$ cat src/design/bcs_consts.svh
`ifndef BCS_CONSTS_SVH
`define BCS_CONSTS_SVH

// ----------------------------------------------------------------------------
// Register offsets (word index on the plain register port)
// ----------------------------------------------------------------------------
`define BCS_OFS_COMMAND     4'h0
`define BCS_OFS_RESULT      4'h1
`define BCS_OFS_POINTER     4'h2
`define BCS_OFS_COUNTER     4'h3
`define BCS_OFS_FLAGS       4'h4
`define BCS_OFS_STATUS      4'h5

// ----------------------------------------------------------------------------
// Opcode bytes
// ----------------------------------------------------------------------------
`define BCS_OP_PREFIX       8'hed
`define BCS_OP_DOWN_ONCE    8'ha9
`define BCS_OP_DOWN_REPEAT  8'hb9
`define BCS_OP_UP_ONCE      8'ha1
`define BCS_OP_UP_REPEAT    8'hb1

// ----------------------------------------------------------------------------
// Flag bit positions
// ----------------------------------------------------------------------------
`define BCS_FLG_NEG         7
`define BCS_FLG_EQUAL       6
`define BCS_FLG_NIBBLE      4
`define BCS_FLG_NONZERO     2
`define BCS_FLG_SUB         1
`define BCS_FLG_BORROW      0

// ----------------------------------------------------------------------------
// Status bit positions
// ----------------------------------------------------------------------------
`define BCS_ST_BUSY         0
`define BCS_ST_DONE         1
`define BCS_ST_INTERRUPTED  2
`define BCS_ST_BAD_OPCODE   3

// ----------------------------------------------------------------------------
// Clock states per phase (one clock state is one core clock)
// ----------------------------------------------------------------------------
`define BCS_FETCH_T         4'd6
`define BCS_READ_T          4'd3
`define BCS_INT_LAST_T      4'd3
`define BCS_INT_CONT_T      4'd5

// ----------------------------------------------------------------------------
// Reset values
// ----------------------------------------------------------------------------
`define BCS_RST_BYTE        8'h00
`define BCS_RST_WORD        16'h0000

`endif

$ cat src/design/bcs_pkg.sv
package bcs_pkg;

    typedef enum logic [1:0] {
        BCS_ST_IDLE     = 2'b00,
        BCS_ST_FETCH    = 2'b01,
        BCS_ST_READ     = 2'b10,
        BCS_ST_INTERNAL = 2'b11
    } bcs_state_t;

    typedef enum logic [2:0] {
        BCS_MODE_NONE        = 3'b000,
        BCS_MODE_DOWN_ONCE   = 3'b001,
        BCS_MODE_DOWN_REPEAT = 3'b010,
        BCS_MODE_UP_ONCE     = 3'b011,
        BCS_MODE_UP_REPEAT   = 3'b100
    } bcs_mode_t;

    typedef struct packed {
        logic [3:0]  addr;
        logic [15:0] wdata;
        logic        wr;
        logic        rd;
    } bcs_bus_t;

    typedef struct packed {
        logic        rd;
        logic [15:0] addr;
    } bcs_mem_req_t;

endpackage : bcs_pkg

$ cat src/design/bcs_search_unit.sv
`timescale 1ns/1ps
`include "bcs_consts.svh"

module bcs_search_unit (
    input  wire logic                  i_ref_clk,
    input  wire logic                  i_reset_n,
    input  wire bcs_pkg::bcs_bus_t     i_bus,
    output logic [15:0]                o_rdata,
    output bcs_pkg::bcs_mem_req_t      o_mem_req,
    input  wire logic                  i_mem_ack,
    input  wire logic [7:0]            i_mem_rdata,
    input  wire logic                  i_irq_pending,
    output logic                       o_irq_taken,
    output logic                       o_refresh_slot,
    output logic                       o_busy,
    output logic                       o_done
);
    import bcs_pkg::*;

    // ------------------------------------------------------------------------
    // Opcode decode
    // ------------------------------------------------------------------------
    function automatic bcs_mode_t decode_op(input logic [7:0] prefix,
                                            input logic [7:0] second);
        bcs_mode_t m;
        m = BCS_MODE_NONE;
        if (prefix == `BCS_OP_PREFIX) begin
            unique case (second)
                `BCS_OP_DOWN_ONCE:   m = BCS_MODE_DOWN_ONCE;
                `BCS_OP_DOWN_REPEAT: m = BCS_MODE_DOWN_REPEAT;
                `BCS_OP_UP_ONCE:     m = BCS_MODE_UP_ONCE;
                `BCS_OP_UP_REPEAT:   m = BCS_MODE_UP_REPEAT;
                default:             m = BCS_MODE_NONE;
            endcase
        end
        return m;
    endfunction : decode_op

    function automatic logic is_repeat(input bcs_mode_t m);
        return (m == BCS_MODE_DOWN_REPEAT) || (m == BCS_MODE_UP_REPEAT);
    endfunction : is_repeat

    function automatic logic is_up(input bcs_mode_t m);
        return (m == BCS_MODE_UP_ONCE) || (m == BCS_MODE_UP_REPEAT);
    endfunction : is_up

    // ------------------------------------------------------------------------
    // Declarations
    // ------------------------------------------------------------------------
    bcs_state_t    state_reg;
    bcs_mode_t     mode_reg;
    logic [3:0]    tcnt_reg;
    logic          last_reg;
    logic          got_reg;
    logic [7:0]    data_reg;
    logic [7:0]    result_reg;
    logic [15:0]   pointer_reg;
    logic [15:0]   counter_reg;
    logic [7:0]    flags_reg;
    logic          done_st_reg;
    logic          intr_st_reg;
    logic          bad_st_reg;
    logic [15:0]   rdata_reg;
    bcs_mem_req_t  mem_req_reg;
    logic          irq_taken_reg;
    logic          refresh_reg;
    logic          done_reg;

    bcs_mode_t     cmd_mode;
    logic          idle;
    logic          cmd_wr;
    logic          start;
    logic          bad_cmd;
    logic [7:0]    mem_byte;
    logic [8:0]    diff;
    logic [4:0]    nib_diff;
    logic          match;
    logic [15:0]   counter_next;
    logic [15:0]   pointer_next;
    logic          last_next;
    logic          read_end;
    logic          int_end;
    logic [3:0]    int_len;
    logic          stop_irq;

    // ------------------------------------------------------------------------
    // Command and compare datapath
    // ------------------------------------------------------------------------
    assign idle     = (state_reg == BCS_ST_IDLE);
    assign cmd_wr   = i_bus.wr && (i_bus.addr == `BCS_OFS_COMMAND);
    assign cmd_mode = decode_op(i_bus.wdata[15:8], i_bus.wdata[7:0]);
    assign start    = cmd_wr && idle && (cmd_mode != BCS_MODE_NONE);
    assign bad_cmd  = cmd_wr && idle && (cmd_mode == BCS_MODE_NONE);

    // Data may arrive during the read phase or exactly on its last state
    assign mem_byte = i_mem_ack ? i_mem_rdata : data_reg;
    // Difference lives only in these nets and is never stored
    assign diff     = {1'b0, result_reg} - {1'b0, mem_byte};
    assign nib_diff = {1'b0, result_reg[3:0]} - {1'b0, mem_byte[3:0]};
    assign match    = (result_reg == mem_byte);
    // Plain wrap: a zero start count becomes all ones, so the scan covers all memory
    assign counter_next = counter_reg - 16'h0001;
    assign pointer_next = is_up(mode_reg) ? pointer_reg + 16'h0001
                                          : pointer_reg - 16'h0001;
    assign last_next    = !is_repeat(mode_reg) || (counter_next == `BCS_RST_WORD)
                          || match;

    assign read_end = (state_reg == BCS_ST_READ) && (got_reg || i_mem_ack)
                      && (tcnt_reg >= (`BCS_READ_T - 4'd1));
    assign int_len  = last_reg ? `BCS_INT_LAST_T : `BCS_INT_CONT_T;
    assign int_end  = (state_reg == BCS_ST_INTERNAL) && (tcnt_reg == (int_len - 4'd1));
    // Irq looked at only after a continuing pass
    assign stop_irq = int_end && !last_reg && i_irq_pending;

    // ------------------------------------------------------------------------
    // Sequencer
    // ------------------------------------------------------------------------
    always_ff @(posedge i_ref_clk or negedge i_reset_n) begin
        if (!i_reset_n) begin
            state_reg <= BCS_ST_IDLE;
            tcnt_reg  <= 4'h0;
        end else begin
            unique case (state_reg)
                BCS_ST_IDLE: begin
                    tcnt_reg <= 4'h0;
                    if (start) begin
                        state_reg <= BCS_ST_FETCH;
                    end
                end
                BCS_ST_FETCH: begin
                    // Two opcode states of three clocks each
                    if (tcnt_reg == (`BCS_FETCH_T - 4'd1)) begin
                        state_reg <= BCS_ST_READ;
                        tcnt_reg  <= 4'h0;
                    end else begin
                        tcnt_reg <= tcnt_reg + 4'h1;
                    end
                end
                BCS_ST_READ: begin
                    // A slow memory stretches this phase; the count then grows
                    // A silent memory stalls it for good
                    if (read_end) begin
                        state_reg <= BCS_ST_INTERNAL;
                        tcnt_reg  <= 4'h0;
                    end else if (tcnt_reg != 4'hf) begin
                        tcnt_reg <= tcnt_reg + 4'h1;
                    end
                end
                BCS_ST_INTERNAL: begin
                    if (int_end) begin
                        tcnt_reg <= 4'h0;
                        if (last_reg || stop_irq) begin
                            state_reg <= BCS_ST_IDLE;
                        end else begin
                            state_reg <= BCS_ST_FETCH;
                        end
                    end else begin
                        tcnt_reg <= tcnt_reg + 4'h1;
                    end
                end
            endcase
        end
    end

    always_ff @(posedge i_ref_clk or negedge i_reset_n) begin
        if (!i_reset_n) begin
            mode_reg <= BCS_MODE_NONE;
        end else if (start) begin
            mode_reg <= cmd_mode;
        end
    end

    // ------------------------------------------------------------------------
    // Memory read: one request per iteration at the unstepped pointer
    // ------------------------------------------------------------------------
    always_ff @(posedge i_ref_clk or negedge i_reset_n) begin
        if (!i_reset_n) begin
            mem_req_reg <= '0;
        end else begin
            // Address held until the next request
            mem_req_reg.rd <= 1'b0;
            if ((state_reg == BCS_ST_FETCH) && (tcnt_reg == (`BCS_FETCH_T - 4'd1))) begin
                mem_req_reg.rd   <= 1'b1;
                mem_req_reg.addr <= pointer_reg;
            end
        end
    end

    always_ff @(posedge i_ref_clk or negedge i_reset_n) begin
        if (!i_reset_n) begin
            got_reg  <= 1'b0;
            data_reg <= `BCS_RST_BYTE;
        end else if (state_reg != BCS_ST_READ) begin
            got_reg <= 1'b0;
        end else if (i_mem_ack && !got_reg) begin
            // First acknowledge of a read wins
            got_reg  <= 1'b1;
            data_reg <= i_mem_rdata;
        end
    end

    // ------------------------------------------------------------------------
    // Pointer and counter
    // ------------------------------------------------------------------------
    always_ff @(posedge i_ref_clk or negedge i_reset_n) begin
        if (!i_reset_n) begin
            pointer_reg <= `BCS_RST_WORD;
        end else if (read_end) begin
            pointer_reg <= pointer_next;
        end else if (i_bus.wr && idle && (i_bus.addr == `BCS_OFS_POINTER)) begin
            pointer_reg <= i_bus.wdata;
        end
    end

    // Updated every iteration so an interrupted search resumes where it left off
    always_ff @(posedge i_ref_clk or negedge i_reset_n) begin
        if (!i_reset_n) begin
            counter_reg <= `BCS_RST_WORD;
        end else if (read_end) begin
            counter_reg <= counter_next;
        end else if (i_bus.wr && idle && (i_bus.addr == `BCS_OFS_COUNTER)) begin
            counter_reg <= i_bus.wdata;
        end
    end

    always_ff @(posedge i_ref_clk or negedge i_reset_n) begin
        if (!i_reset_n) begin
            last_reg <= 1'b0;
        end else if (read_end) begin
            last_reg <= last_next;
        end
    end

    // ------------------------------------------------------------------------
    // Accumulator: software only, the search never writes it
    // ------------------------------------------------------------------------
    always_ff @(posedge i_ref_clk or negedge i_reset_n) begin
        if (!i_reset_n) begin
            result_reg <= `BCS_RST_BYTE;
        end else if (i_bus.wr && idle && (i_bus.addr == `BCS_OFS_RESULT)) begin
            result_reg <= i_bus.wdata[7:0];
        end
    end

    // ------------------------------------------------------------------------
    // Flags
    // ------------------------------------------------------------------------
    always_ff @(posedge i_ref_clk or negedge i_reset_n) begin
        if (!i_reset_n) begin
            flags_reg <= `BCS_RST_BYTE;
        end else if (read_end) begin
            flags_reg[`BCS_FLG_NEG]     <= diff[7];
            flags_reg[`BCS_FLG_SUB]     <= 1'b1;
            flags_reg[`BCS_FLG_EQUAL]   <= match;
            flags_reg[`BCS_FLG_NIBBLE]  <= nib_diff[4];
            flags_reg[`BCS_FLG_NONZERO] <= (counter_next != `BCS_RST_WORD);
        end else if (i_bus.wr && idle && (i_bus.addr == `BCS_OFS_FLAGS)) begin
            // Software presets flags only while idle
            flags_reg <= i_bus.wdata[7:0];
        end
    end

    // ------------------------------------------------------------------------
    // Status: sticky bits, write one to clear, a new event wins over the clear
    // ------------------------------------------------------------------------
    always_ff @(posedge i_ref_clk or negedge i_reset_n) begin
        if (!i_reset_n) begin
            done_st_reg <= 1'b0;
            intr_st_reg <= 1'b0;
            bad_st_reg  <= 1'b0;
        end else begin
            if (int_end && last_reg) begin
                done_st_reg <= 1'b1;
            end else if (i_bus.wr && (i_bus.addr == `BCS_OFS_STATUS)
                         && i_bus.wdata[`BCS_ST_DONE]) begin
                done_st_reg <= 1'b0;
            end
            if (stop_irq) begin
                intr_st_reg <= 1'b1;
            end else if ((i_bus.wr && (i_bus.addr == `BCS_OFS_STATUS)
                          && i_bus.wdata[`BCS_ST_INTERRUPTED]) || start) begin
                intr_st_reg <= 1'b0;
            end
            if (bad_cmd) begin
                bad_st_reg <= 1'b1;
            end else if (i_bus.wr && (i_bus.addr == `BCS_OFS_STATUS)
                         && i_bus.wdata[`BCS_ST_BAD_OPCODE]) begin
                bad_st_reg <= 1'b0;
            end
        end
    end

    // ------------------------------------------------------------------------
    // Core handshake outputs
    // ------------------------------------------------------------------------
    always_ff @(posedge i_ref_clk or negedge i_reset_n) begin
        if (!i_reset_n) begin
            irq_taken_reg <= 1'b0;
            refresh_reg   <= 1'b0;
            done_reg      <= 1'b0;
        end else begin
            irq_taken_reg <= stop_irq;
            // Offered after each compared byte of a repeat; the core may skip it
            refresh_reg   <= read_end && is_repeat(mode_reg);
            done_reg      <= int_end && last_reg;
        end
    end

    // ------------------------------------------------------------------------
    // Register read port: data valid only in the cycle after the strobe
    // ------------------------------------------------------------------------
    always_ff @(posedge i_ref_clk or negedge i_reset_n) begin
        if (!i_reset_n) begin
            rdata_reg <= `BCS_RST_WORD;
        end else if (i_bus.rd) begin
            unique case (i_bus.addr)
                `BCS_OFS_COMMAND: rdata_reg <= {13'h0000, mode_reg};
                `BCS_OFS_RESULT:  rdata_reg <= {8'h00, result_reg};
                `BCS_OFS_POINTER: rdata_reg <= pointer_reg;
                `BCS_OFS_COUNTER: rdata_reg <= counter_reg;
                `BCS_OFS_FLAGS:   rdata_reg <= {8'h00, flags_reg};
                `BCS_OFS_STATUS:  rdata_reg <= {12'h000, bad_st_reg, intr_st_reg,
                                                done_st_reg, !idle};
                default:          rdata_reg <= `BCS_RST_WORD;
            endcase
        end else begin
            rdata_reg <= `BCS_RST_WORD;
        end
    end

    // ------------------------------------------------------------------------
    // Outputs
    // ------------------------------------------------------------------------
    always_ff @(posedge i_ref_clk or negedge i_reset_n) begin
        if (!i_reset_n) begin
            o_busy <= 1'b0;
        end else begin
            // Busy falls with the last internal state
            o_busy <= start || (!idle && !(int_end && (last_reg || stop_irq)));
        end
    end

    assign o_rdata        = rdata_reg;
    assign o_mem_req      = mem_req_reg;
    assign o_irq_taken    = irq_taken_reg;
    assign o_refresh_slot = refresh_reg;
    assign o_done         = done_reg;

endmodule : bcs_search_unit

$ cat config.mk
export PLATFORM = sky130hd
export DESIGN_NAME = bcs_search_unit
export DESIGN_NICKNAME = d
export VERILOG_FILES = /design/src/design/bcs_pkg.sv /design/src/design/bcs_search_unit.sv
export VERILOG_INCLUDE_DIRS = /design/src /design/src/design
export SDC_FILE = /design/constraint.sdc
export NUM_CORES = 1
export LEC_CHECK = 0
export ABC_AREA = 1
export BUFFER_PORTS_ARGS = -buffer_cell sky130_fd_sc_hd__clkbuf_2
export CORE_MARGIN = 2
export CORE_UTILIZATION = 50
export CTS_CLUSTER_SIZE = 25
export DETAILED_ROUTE_END_ITERATION = 16
export MAX_ROUTING_LAYER = met4
export PLACE_DENSITY = 0.7
export SYNTH_ARGS = -nofsm -noshare
export SYNTH_HDL_FRONTEND = slang
export SYNTH_SLANG_ARGS = --single-unit
export TNS_END_PERCENT = 1
$ cat constraint.sdc
create_clock -name i_ref_clk -period 2.5 [get_ports i_ref_clk]
set_input_delay 0.25 -clock i_ref_clk [delete_from_list [all_inputs] [get_ports i_ref_clk]]
set_output_delay 0.25 -clock i_ref_clk [all_outputs]
set_load 0.05 [all_outputs]
==> flow_metrics.py, run 1 <==
metrics = {
    "clock_tree": {
        "cts_buffers": 9,
        "clk_path_buf_depth": 2,
        "htreeDepth": 3,
        "clk_pin_slew_ns": 0.08,
        "clk_latency_ns": 0.37,
        "tritoncts": "done",
        "cts_root_buf": "clkbuf_16",
        "clock-sinks": 107,
        "cts_setup_buffers": 0,
    },
    "flow_run": {
        "drv_cap": 0,
    },
    "place": {
        "dp_hpwl_um": 12900,
        "numPortBuffers": 70,
        "gp_congestion": 0.982,
        "post_dp_cell_area_mm2": 0.00690,
    },
    "floorplanning": {
        "fp.dieW_um": 116,
        "core.rowCount": 41,
        "initial_core_util": 0.506,
        "die_h_um": 116,
        "io_pins": 71,
        "core_area_mm2": 0.0125,
        "die-area_mm2": 0.0135,
    },
    "finish": {
        "areaGrowthSynthToFinish_pct": 14.3,
        "regArea_mm2": 0.00268,
        "multi_input_area_mm2": 0.00320,
        "drive_above_1_share": 0.144,
        "largest_reg_flops": 17,
        "num-fill-cells": 1187,
        "nets": 969,
        "design_area_mm2": 0.00720,
        "insertedDiodeCount": 0,
    },
    "routing": {
        "drt_wl_total_um": 16700,
        "dr.pass1.iters": 5,
        "ant_nets": 0,
        "viasPerCell": 5.38,
        "drt_iter0_markers": 480,
        "post_drt_wl_per_cell_um": 15.4,
        "vias": 5818,
        "drc_errors": 0,
    },
    "logic_synthesis": {
        "syn_area_per_cell_um2": 7.67,
        "synth.distinct_cells": 42,
        "syn-instance-count": 822,
        "synthFlopType": "dfrtp_1",
        "synth_area_mm2": 0.00630,
        "synth_area_leaders": "dfrtp_1, nand2_1, ha_1, inv_1, o21ai_0",
        "ys_ff_latch": 107,
        "ys_warn_count": 0,
        "async_flop_share": 1.00,
        "synth_top_area_cell": "dfrtp_1",
        "seq_area_frac_synth": 0.425,
        "synthTopCellsByCount": "nand2_1, dfrtp_1, inv_1, nor2_1, o21ai_0",
        "synth_most_common_cell": "nand2_1",
        "synth_fp_nets": 887,
        "synth_top_area_frac": 0.425,
        "synth-edff-count": 0,
    },
    "worst_setup_path": {
        "required_ns": 2.74,
        "critPathMaxFanout": 10,
        "r2r_start": "mode_reg[1]",
        "crit_type": "reg -> reg",
        "cp-end-kind": "flop",
        "crit_arrival_ns": 2.53,
        "setup.worst_path.start": "mode_reg[1]",
        "cp-start-kind": "flop",
        "rr_worst_depth": 11,
    },
    "grt": {
        "antenna_found_initial": 0,
        "track_usage": 0.271,
        "grt_start_max_net_pins": 48,
        "grt_pass1_wl_um": 27400,
        "grt_overflow": 0,
        "grt_pass1_vias": 5459,
    },
    "power": {
        "p_leak_uw": 0.00366,
        "power.density_mw_per_mm2": 1020,
        "max-vdd-ir-drop_mv": 0.634,
    },
    "timing": {
        "clock.fmax_mhz": 436,
        "drv_slew": 0,
        "fin_crit_ns": 2.29,
        "worst_clock_skew_ns": 0.0122,
        "slew_headroom": 0.594,
        "tns_ns": 0,
        "tightestPinTransition_ns": 0.609,
        "whs_ns": 0.127,
        "setup_viol": 0,
        "period_share": 0.917,
        "final-hold-violation-count": 0,
        "rsz0062_at_grt": "no",
    },
    "hold_path": {
        "hold_depth": 3,
        "min-delay-start": "i_mem_rdata[6]",
        "hold_class": "in -> reg",
    },
    "run_status": {
        "status": "finished, final reports clean",
    },
}
-- final timing paths --
path	to	slack [ns]
worst min register to register	o_mem_req[12]	0.48
worst min-delay path	data_reg[6]	0.13
worst max register to register	pointer_reg[8]	0.21
max in group asynchronous	counter_reg[14]	1.35
min in group asynchronous	o_mem_req[14]	0.41
worst max-delay path	pointer_reg[8]	0.21
-- timing repair --
action                                  in CTS  in global routing
hold endpoints to repair                    36                  0
gates resized for setup                      0                  7
hold buffers                                 1                  0
endpoints found under the setup margin       0                  9
-- metrics by stage --
step	setup WS [ns]	instances	utilization	total power, uW
floorplan	0.148	822	-	5030
global placement	0.122	1064	0.553	5880
detailed placement	0.108	1064	0.553	5900
CTS	0.0784	1081	0.577	7320
global route	0.00555	1081	0.578	7960
finish	0.207	1081	0.578	7330
-- power by group --
part / internal [uW] / leakage (uW) / switching [uW] / total (uW)
logic: 1150 / 0.00215 / 2040 / 3190
registers: 2240 / 0.00138 / 502 / 2740
clock network: 693 / 0.000138 / 710 / 1400
-- cells by family (layout without fill, tap and decap cells) --
kind of cell	Yosys count	after routing	synth area share
compound gates	169	169	0.156
xor+xnor	3	3	0.00417
fa+ha+maj	31	31	0.0627
buf+inv	107	194	0.0687
flops	107	107	0.425
simple gates	405	405	0.284
-- cells in the final DEF (no fill, tap or decap), drive strengths merged, types with 7 or more instances in the layout --
| cell type | instances |
|---|---|
| a21oi | 47 |
| buf | 13 |
| o21ai | 69 |
| nand2 | 247 |
| nand3 | 48 |
| dfrtp | 107 |
| o211ai | 16 |
| clkinv | 7 |
| clkbuf | 78 |
| inv | 94 |
| ha | 30 |
| nor2 | 83 |
| nand4 | 7 |
| o22ai | 12 |
| nor3 | 8 |
| o221ai | 9 |
-- metal layers --
| metal | share of wire | global-route usage | up-vias |
|---|---|---|---|
| met5 | 0 | - | - |
| met4 | 0.020 | 0.0778 | 0 |
| met3 | 0.059 | 0.0550 | 23 |
| met2 | 0.47 | 0.425 | 199 |
| met1 | 0.45 | 0.358 | 2698 |
| li1 | - | - | 2898 |
-- worst max-delay path, stage by stage, from the launching register on --
cell and delay, ns:
dfrtp_1 0.37, inv_1 0.07, o21ai_1 0.16, nand2_2 0.14, buf_4 0.21, ha_1 0.34
a21oi_1 0.21, o21a_1 0.15, nand2_1 0.08, or2_2 0.28, nand3_1 0.07, o211ai_1 0.08
-- final cells by class --
type	count	area share
multi-input combinational	608	0.445
clock inverter	7	0.00816
tap	172	0.0299
inverter	95	0.0499
sequential	107	0.372
timing repair buffer	83	0.0646
clock buffer	9	0.0313
(Power assumes the default switching activity.)
==> run 2: changes to the inputs <==
--- a/config.mk
+++ b/config.mk
@@ -8,6 +8,7 @@
 export LEC_CHECK = 0
 export ABC_AREA = 1
 export BUFFER_PORTS_ARGS = -buffer_cell sky130_fd_sc_hd__clkbuf_2
+export CORE_ASPECT_RATIO = 1.25
 export CORE_MARGIN = 2
 export CORE_UTILIZATION = 50
 export CTS_CLUSTER_SIZE = 25
==> run 2 against run 1 <==
Fmax increased by 0.31%. Die area about the same. Via count increased by 0.65%. Clock power about the same. Global-route usage increased by 0.35 points. Final cell count decreased by 0.93%. Total power increased by 0.15%. Largest power group unchanged. Highest routed layer unchanged.
==> flow_metrics.py, run 2 (synthesis results as in run 1) <==
metrics = {
    "run_status": {
        "status": "finished, final reports clean",
    },
    "finish": {
        "drive_above_1_share": 0.140,
        "num-fill-cells": 1167,
        "largest_reg_flops": 17,
        "insertedDiodeCount": 0,
        "design_area_mm2": 0.00718,
        "nets": 967,
        "final_common_cell": "nand2_1",
        "areaGrowthSynthToFinish_pct": 13.9,
        "layout_common_cells": "nand2_1, dfrtp_1, inv_1, nor2_1, clkbuf_2",
    },
    "worst_setup_path": {
        "crit_arrival_ns": 2.52,
        "cp-end-kind": "flop",
        "setup.worst_path.start": "mode_reg[1]",
        "cp-start-kind": "flop",
        "rr_worst_depth": 10,
        "r2r_end": "pointer_reg[8]",
        "worstSetupEndpoint": "pointer_reg[8]",
        "critPathMaxFanout": 11,
        "crit_type": "reg -> reg",
        "rrSetupSlack_ns": 0.21,
        "required_ns": 2.74,
        "r2r_start": "mode_reg[1]",
    },
    "routing": {
        "ant_nets": 0,
        "drc_errors": 0,
        "dr.pass1.iters": 5,
        "post_drt_wl_per_cell_um": 16.0,
        "viasPerCell": 5.47,
        "vias": 5856,
        "drt_iter0_markers": 309,
        "drt_wl_total_um": 17100,
    },
    "timing": {
        "slew_headroom": 0.618,
        "drv_slew": 0,
        "setup_viol": 0,
        "final-hold-violation-count": 0,
        "period_share": 0.914,
        "fin_crit_ns": 2.29,
        "tns_ns": 0,
        "worst_clock_skew_ns": 0.00648,
        "clock.fmax_mhz": 437,
        "tightestPinTransition_ns": 0.573,
        "rsz0062_at_grt": "no",
    },
    "grt": {
        "track_usage": 0.275,
        "grt_pass1_vias": 5926,
        "grt_pass1_wl_um": 28500,
        "antenna_found_initial": 0,
        "grt_overflow": 0,
        "grt_start_max_net_pins": 45,
    },
    "clock_tree": {
        "tritoncts": "done",
        "cts_buffers": 9,
        "cts_root_buf": "clkbuf_16",
        "htreeDepth": 3,
        "clk_path_buf_depth": 2,
        "clk_latency_ns": 0.36,
        "clk_pin_slew_ns": 0.08,
        "clock-sinks": 107,
    },
    "flow_run": {
        "drv_cap": 0,
    },
    "power": {
        "max-vdd-ir-drop_mv": 0.603,
        "p_leak_uw": 0.00365,
        "power.density_mw_per_mm2": 1020,
    },
    "floorplanning": {
        "io_pins": 71,
        "fp.dieW_um": 104,
        "initial_core_util": 0.516,
        "die-area_mm2": 0.0135,
        "core_area_mm2": 0.0122,
        "core.rowCount": 45,
        "die_h_um": 130,
    },
    "hold_path": {
        "hold_class": "in -> reg",
        "hold_depth": 3,
    },
    "place": {
        "numPortBuffers": 70,
        "gp_congestion": 0.923,
        "post_dp_cell_area_mm2": 0.00687,
        "dp_hpwl_um": 13300,
    },
}
[run 2: changes by cell type in the layout (fill, tap and decap cells not counted), moves of 2 or more]
cell and change:
buf_4 -3, a21oi_1 +2, a21oi_2 -2, o21ai_0 +2
o21ai_1 -2
[run 2: worst min-delay path by stage]
stage / start / endpoint / slack, ns
floorplan: i_reset_n / bad_st_reg / -0.05
global placement: i_reset_n / o_mem_req[12] / 0.27
detailed placement: i_reset_n / o_mem_req[16] / 0.27
CTS: i_mem_rdata[2] / data_reg[2] / 0.14
global route: i_mem_rdata[0] / data_reg[0] / 0.17
finish: i_mem_rdata[2] / data_reg[2] / 0.14
[run 2: per-stage QoR]
step	setup slack (ns)	instances	utilization	hold slack, ns	power, uW
3_5_place_dp	0.0627	1053	0.562	0.275	5940
3_3_place_gp	0.129	1053	0.562	0.274	5880
2_1_floorplan	0.148	822	-	-0.0456	5030
4_1_cts	0.0430	1070	0.586	0.138	7360
5_1_grt	0.00655	1071	0.588	0.171	7990
6_report	0.214	1071	0.588	0.138	7340
[run 2: timing repair]
| action | CTS | global route |
|---|---|---|
| resized for setup | 0 | 4 |
| hold buffers | 1 | 0 |
| endpoints found under the setup margin | 0 | 9 |
| setup buffers | 0 | 1 |
| endpoints found under the hold margin | 41 | 0 |
[run 2: final cells by class]
| cell class | instances | area [um2] | share of cell area |
|---|---|---|---|
| multi-input combinational | 608 | 3190 | 0.445 |
| inverter | 95 | 359 | 0.0500 |
| sequential | 107 | 2680 | 0.373 |
| clock buffer | 9 | 225 | 0.0314 |
| tap | 164 | 205 | 0.0286 |
| clock inverter | 7 | 62.6 | 0.00872 |
| timing repair buffer | 81 | 454 | 0.0633 |
[run 2: worst max-delay path: stages (launching register included)]
cell      delay, ns
dfrtp_1        0.39
o21ai_1        0.21
nand2_2        0.15
buf_6          0.18
ha_1           0.34
a21oi_1        0.24
o21a_1         0.14
nand2_1        0.09
or2_2          0.28
nand3_1        0.07
o211ai_1       0.08
[run 2: report_power, final]
group          switching (uW)  total (uW)  leakage, uW  internal, uW
registers                 510        2750      0.00138          2240
clock network             707        1400     0.000135           692
logic                    2070        3200      0.00214          1130
[run 2: layer usage]
| metal | up-vias | global-route usage | share of wire |
|---|---|---|---|
| li1 | 2893 | - | - |
| met1 | 2723 | 0.314 | 0.42 |
| met2 | 189 | 0.469 | 0.50 |
| met3 | 51 | 0.0423 | 0.045 |
| met4 | 0 | 0.141 | 0.043 |
| met5 | - | - | 0 |
==> run 3: changes to the inputs <==
--- a/config.mk
+++ b/config.mk
@@ -6,15 +6,14 @@
 export SDC_FILE = /design/constraint.sdc
 export NUM_CORES = 1
 export LEC_CHECK = 0
-export ABC_AREA = 1
 export BUFFER_PORTS_ARGS = -buffer_cell sky130_fd_sc_hd__clkbuf_2
 export CORE_ASPECT_RATIO = 1.25
 export CORE_MARGIN = 2
-export CORE_UTILIZATION = 50
+export CORE_UTILIZATION = 30
 export CTS_CLUSTER_SIZE = 25
 export DETAILED_ROUTE_END_ITERATION = 16
 export MAX_ROUTING_LAYER = met4
-export PLACE_DENSITY = 0.7
+export PLACE_DENSITY = 0.45
 export SYNTH_ARGS = -nofsm -noshare
 export SYNTH_HDL_FRONTEND = slang
 export SYNTH_SLANG_ARGS = --single-unit
==> run 3 against run 2 <==
The run now ends with setup timing left. Worst hold slack got worse by 0.0057 ns. Area after synthesis down 1.4%. First-iteration DRC count up 0.65%. Die area grew 62%. Clock power increased by 12%. Critical path depth up 1. Highest routed layer unchanged. Clock skew increased by 0.0044 ns. Via count shrank 5.0%. Design area increased by 7.5%. Non-clock buffer count is 49 higher. Critical path type unchanged. Setup slack lost 0.23 ns.
==> flow_metrics.py, run 3 <==
metrics = {
    "clock_tree": {
        "htreeDepth": 3,
        "clock-sinks": 107,
        "tritoncts": "done",
        "cts_buffers": 9,
        "clk_path_buf_depth": 2,
        "clk_pin_slew_ns": 0.08,
        "cts_root_buf": "clkbuf_16",
        "clk_latency_ns": 0.36,
    },
    "worst_setup_path": {
        "worstSetupEndpoint": "pointer_reg[15]",
        "r2r_start": "mode_reg[2]",
        "cp-end-kind": "flop",
        "crit_arrival_ns": 2.77,
        "setup.worst_path.start": "mode_reg[2]",
        "path_cells": "nand2b_4 > mux2_4 > buf_4 > ha_4 > a21oi_2 > o211ai_1 > a31oi_2 > buf_4 > o31ai_2 > xnor2_1 > a21o_1",
        "cp.depth": 11,
        "required_ns": 2.76,
        "crit_family": "compound AO/OA/AOI/OAI gates",
        "rr_worst_depth": 11,
        "r2r_end": "pointer_reg[15]",
        "crit_slowest_cell": "dfrtp_1",
        "cp-start-kind": "flop",
        "cp_common_cell": "buf_4",
        "critPathMaxStageDelay_ns": 0.43,
        "rrSetupSlack_ns": -0.01,
        "critPathMaxFanout": 6,
        "crit_type": "reg -> reg",
        "path_buf_inv": 2,
    },
    "place": {
        "post_dp_cell_area_mm2": 0.00719,
        "numPortBuffers": 70,
        "dp_hpwl_um": 14400,
        "post-place-cells": 1022,
        "gp_congestion": 0.870,
        "post-place-ws_ns": -0.106,
    },
    "finish": {
        "num-fill-cells": 2053,
        "multi_input_area_mm2": 0.00349,
        "regArea_mm2": 0.00268,
        "insertedDiodeCount": 0,
        "layout_common_cells": "dfrtp_1, nand2_1, clkbuf_2, buf_4, nor2_1",
        "areaGrowthSynthToFinish_pct": 24.1,
        "design_area_mm2": 0.00771,
        "final_common_cell": "dfrtp_1",
        "drive_above_1_share": 0.266,
        "final_util": 0.381,
        "largest_reg_flops": 17,
        "nets": 834,
        "layoutNonFillerInstCount": 1044,
    },
    "power": {
        "intPower_uw": 4750,
        "power.density_mw_per_mm2": 1040,
        "power.share.switching": 0.408,
        "pwr-share-seq": 0.355,
        "p_leak_uw": 0.00340,
        "max-vdd-ir-drop_mv": 0.438,
        "power.switching_uw": 3270,
        "clkPwrFrac": 0.195,
        "combPwrFrac": 0.450,
    },
    "routing": {
        "ant_nets": 0,
        "dr.pass1.iters": 5,
        "post_drt_wl_per_cell_um": 18.7,
        "viasPerCell": 5.33,
        "drt_iter0_markers": 311,
        "drt_wl_total_um": 19500,
        "drc_errors": 0,
        "vias": 5563,
    },
    "flow_run": {
        "drv_cap": 0,
    },
    "floorplanning": {
        "fp.dieW_um": 133,
        "die-area_mm2": 0.0219,
        "die_h_um": 165,
        "initial_core_util": 0.307,
        "io_pins": 71,
        "core_area_mm2": 0.0202,
        "core.rowCount": 58,
    },
    "logic_synthesis": {
        "synth-edff-count": 0,
        "synth_top_area_frac": 0.431,
        "syn_area_per_cell_um2": 9.39,
        "synth.distinct_cells": 64,
        "synth_fp_nets": 727,
        "ys_warn_count": 0,
        "synthTopCellsByCount": "dfrtp_1, nand2_1, nor2_1, o21ai_0, a21oi_1",
        "syn-instance-count": 662,
        "synthFlopType": "dfrtp_1",
        "synth_area_mm2": 0.00622,
        "async_flop_share": 1.00,
        "synth_top_area_cell": "dfrtp_1",
        "synth_most_common_cell": "dfrtp_1",
        "synth_area_leaders": "dfrtp_1, ha_1, nand2_1, mux2_2, mux2i_1",
        "seq_area_frac_synth": 0.431,
        "ys_ff_latch": 107,
    },
    "grt": {
        "antenna_found_initial": 0,
        "grt_overflow": 0,
        "track_usage": 0.190,
        "grt_pass1_wl_um": 31100,
        "grt_pass1_vias": 5545,
        "grt_start_max_net_pins": 40,
    },
    "timing": {
        "final-hold-violation-count": 0,
        "drv_slew": 0,
        "fin_crit_ns": 2.51,
        "tightestPinTransition_ns": 0.522,
        "period_share": 1.01,
        "whs_ns": 0.132,
        "clock.fmax_mhz": 398,
        "setup_viol": 2,
        "worst_clock_skew_ns": 0.0109,
        "finalWorstSetupSlack_ns": -0.0141,
        "rsz0062_at_grt": "yes",
        "slew_headroom": 0.649,
    },
    "run_status": {
        "violations": "setup timing",
        "status": "finished with violations",
    },
    "hold_path": {
        "hold_class": "in -> reg",
    },
}
## run 3: changes by cell type in the layout (fill, tap and decap cells not counted), sizes merged, moves of 26 or more
| cell | change |
|---|---|
| nand2 | -150 |
| buf | +49 |
| nand3 | -26 |
| inv | -77 |
| mux2 | +26 |
| nor2 | -35 |
## run 3: final cells by class
class | instances | area share
Multi-Input combinational cell | 504 | 0.453
Sequential cell | 107 | 0.347
Timing Repair Buffer | 130 | 0.106
Tap cell | 270 | 0.0438
Clock buffer | 13 | 0.0363
Inverter | 17 | 0.00827
Clock inverter | 3 | 0.00568
## run 3: cell families (layout without fill, tap and decap cells)
logic type,Yosys count,after routing,share of synthesized area
compound gates,162,162,0.169
xor+xnor,15,15,0.0211
fa+ha+maj,31,31,0.0636
buf+inv,52,163,0.0364
flops,107,107,0.431
mux,48,49,0.0823
simple gates,247,247,0.197
## run 3: how the worst min path moves through the flow
stage | start | to | cells past startpoint
finish | i_mem_rdata[6] | data_reg[6] | 2
global route | i_mem_rdata[1] | data_reg[1] | 2
detailed placement | i_reset_n | o_mem_req[16] | 1
floorplan | i_reset_n | bad_st_reg | 0
CTS | i_mem_rdata[7] | data_reg[7] | 2
global placement | i_reset_n | o_mem_req[16] | 1
## run 3: power groups by stage
stage	sequential, uW	combinational [uW]	clock [uW]
2_1_floorplan	2870	2140	0
3_3_place_gp	2860	3300	0
3_5_place_dp	2870	3350	0
4_1_cts	2850	3460	1600
5_1_grt	2920	4020	1680
6_report	2850	3610	1570
## run 3: stage by stage
step	total power, uW	setup TNS [ns]
detailed placement	6230	-0.158
floorplan	5010	0
CTS	7910	-0.0484
finish	8020	-0.0238
global route	8620	-0.482
global placement	6160	0
## run 3: routing by layer
layer | up-vias | wire, um | global-route usage
met2 | 152 | 9970 | 0.326
met4 | 0 | 467 | 0.0630
li1 | 2614 | - | -
met3 | 30 | 754 | 0.0279
met5 | - | 0 | -
met1 | 2767 | 8320 | 0.230
## run 3: timing repair
item                                   4_1_cts  5_1_grt
setup endpoints to repair                    4        9
pin swaps                                    5        5
cloned                                       1        0
hold buffers                                 1        0
buffers inserted                             2        2
gates resized for setup                     11       17
endpoints found under the hold margin       23        0
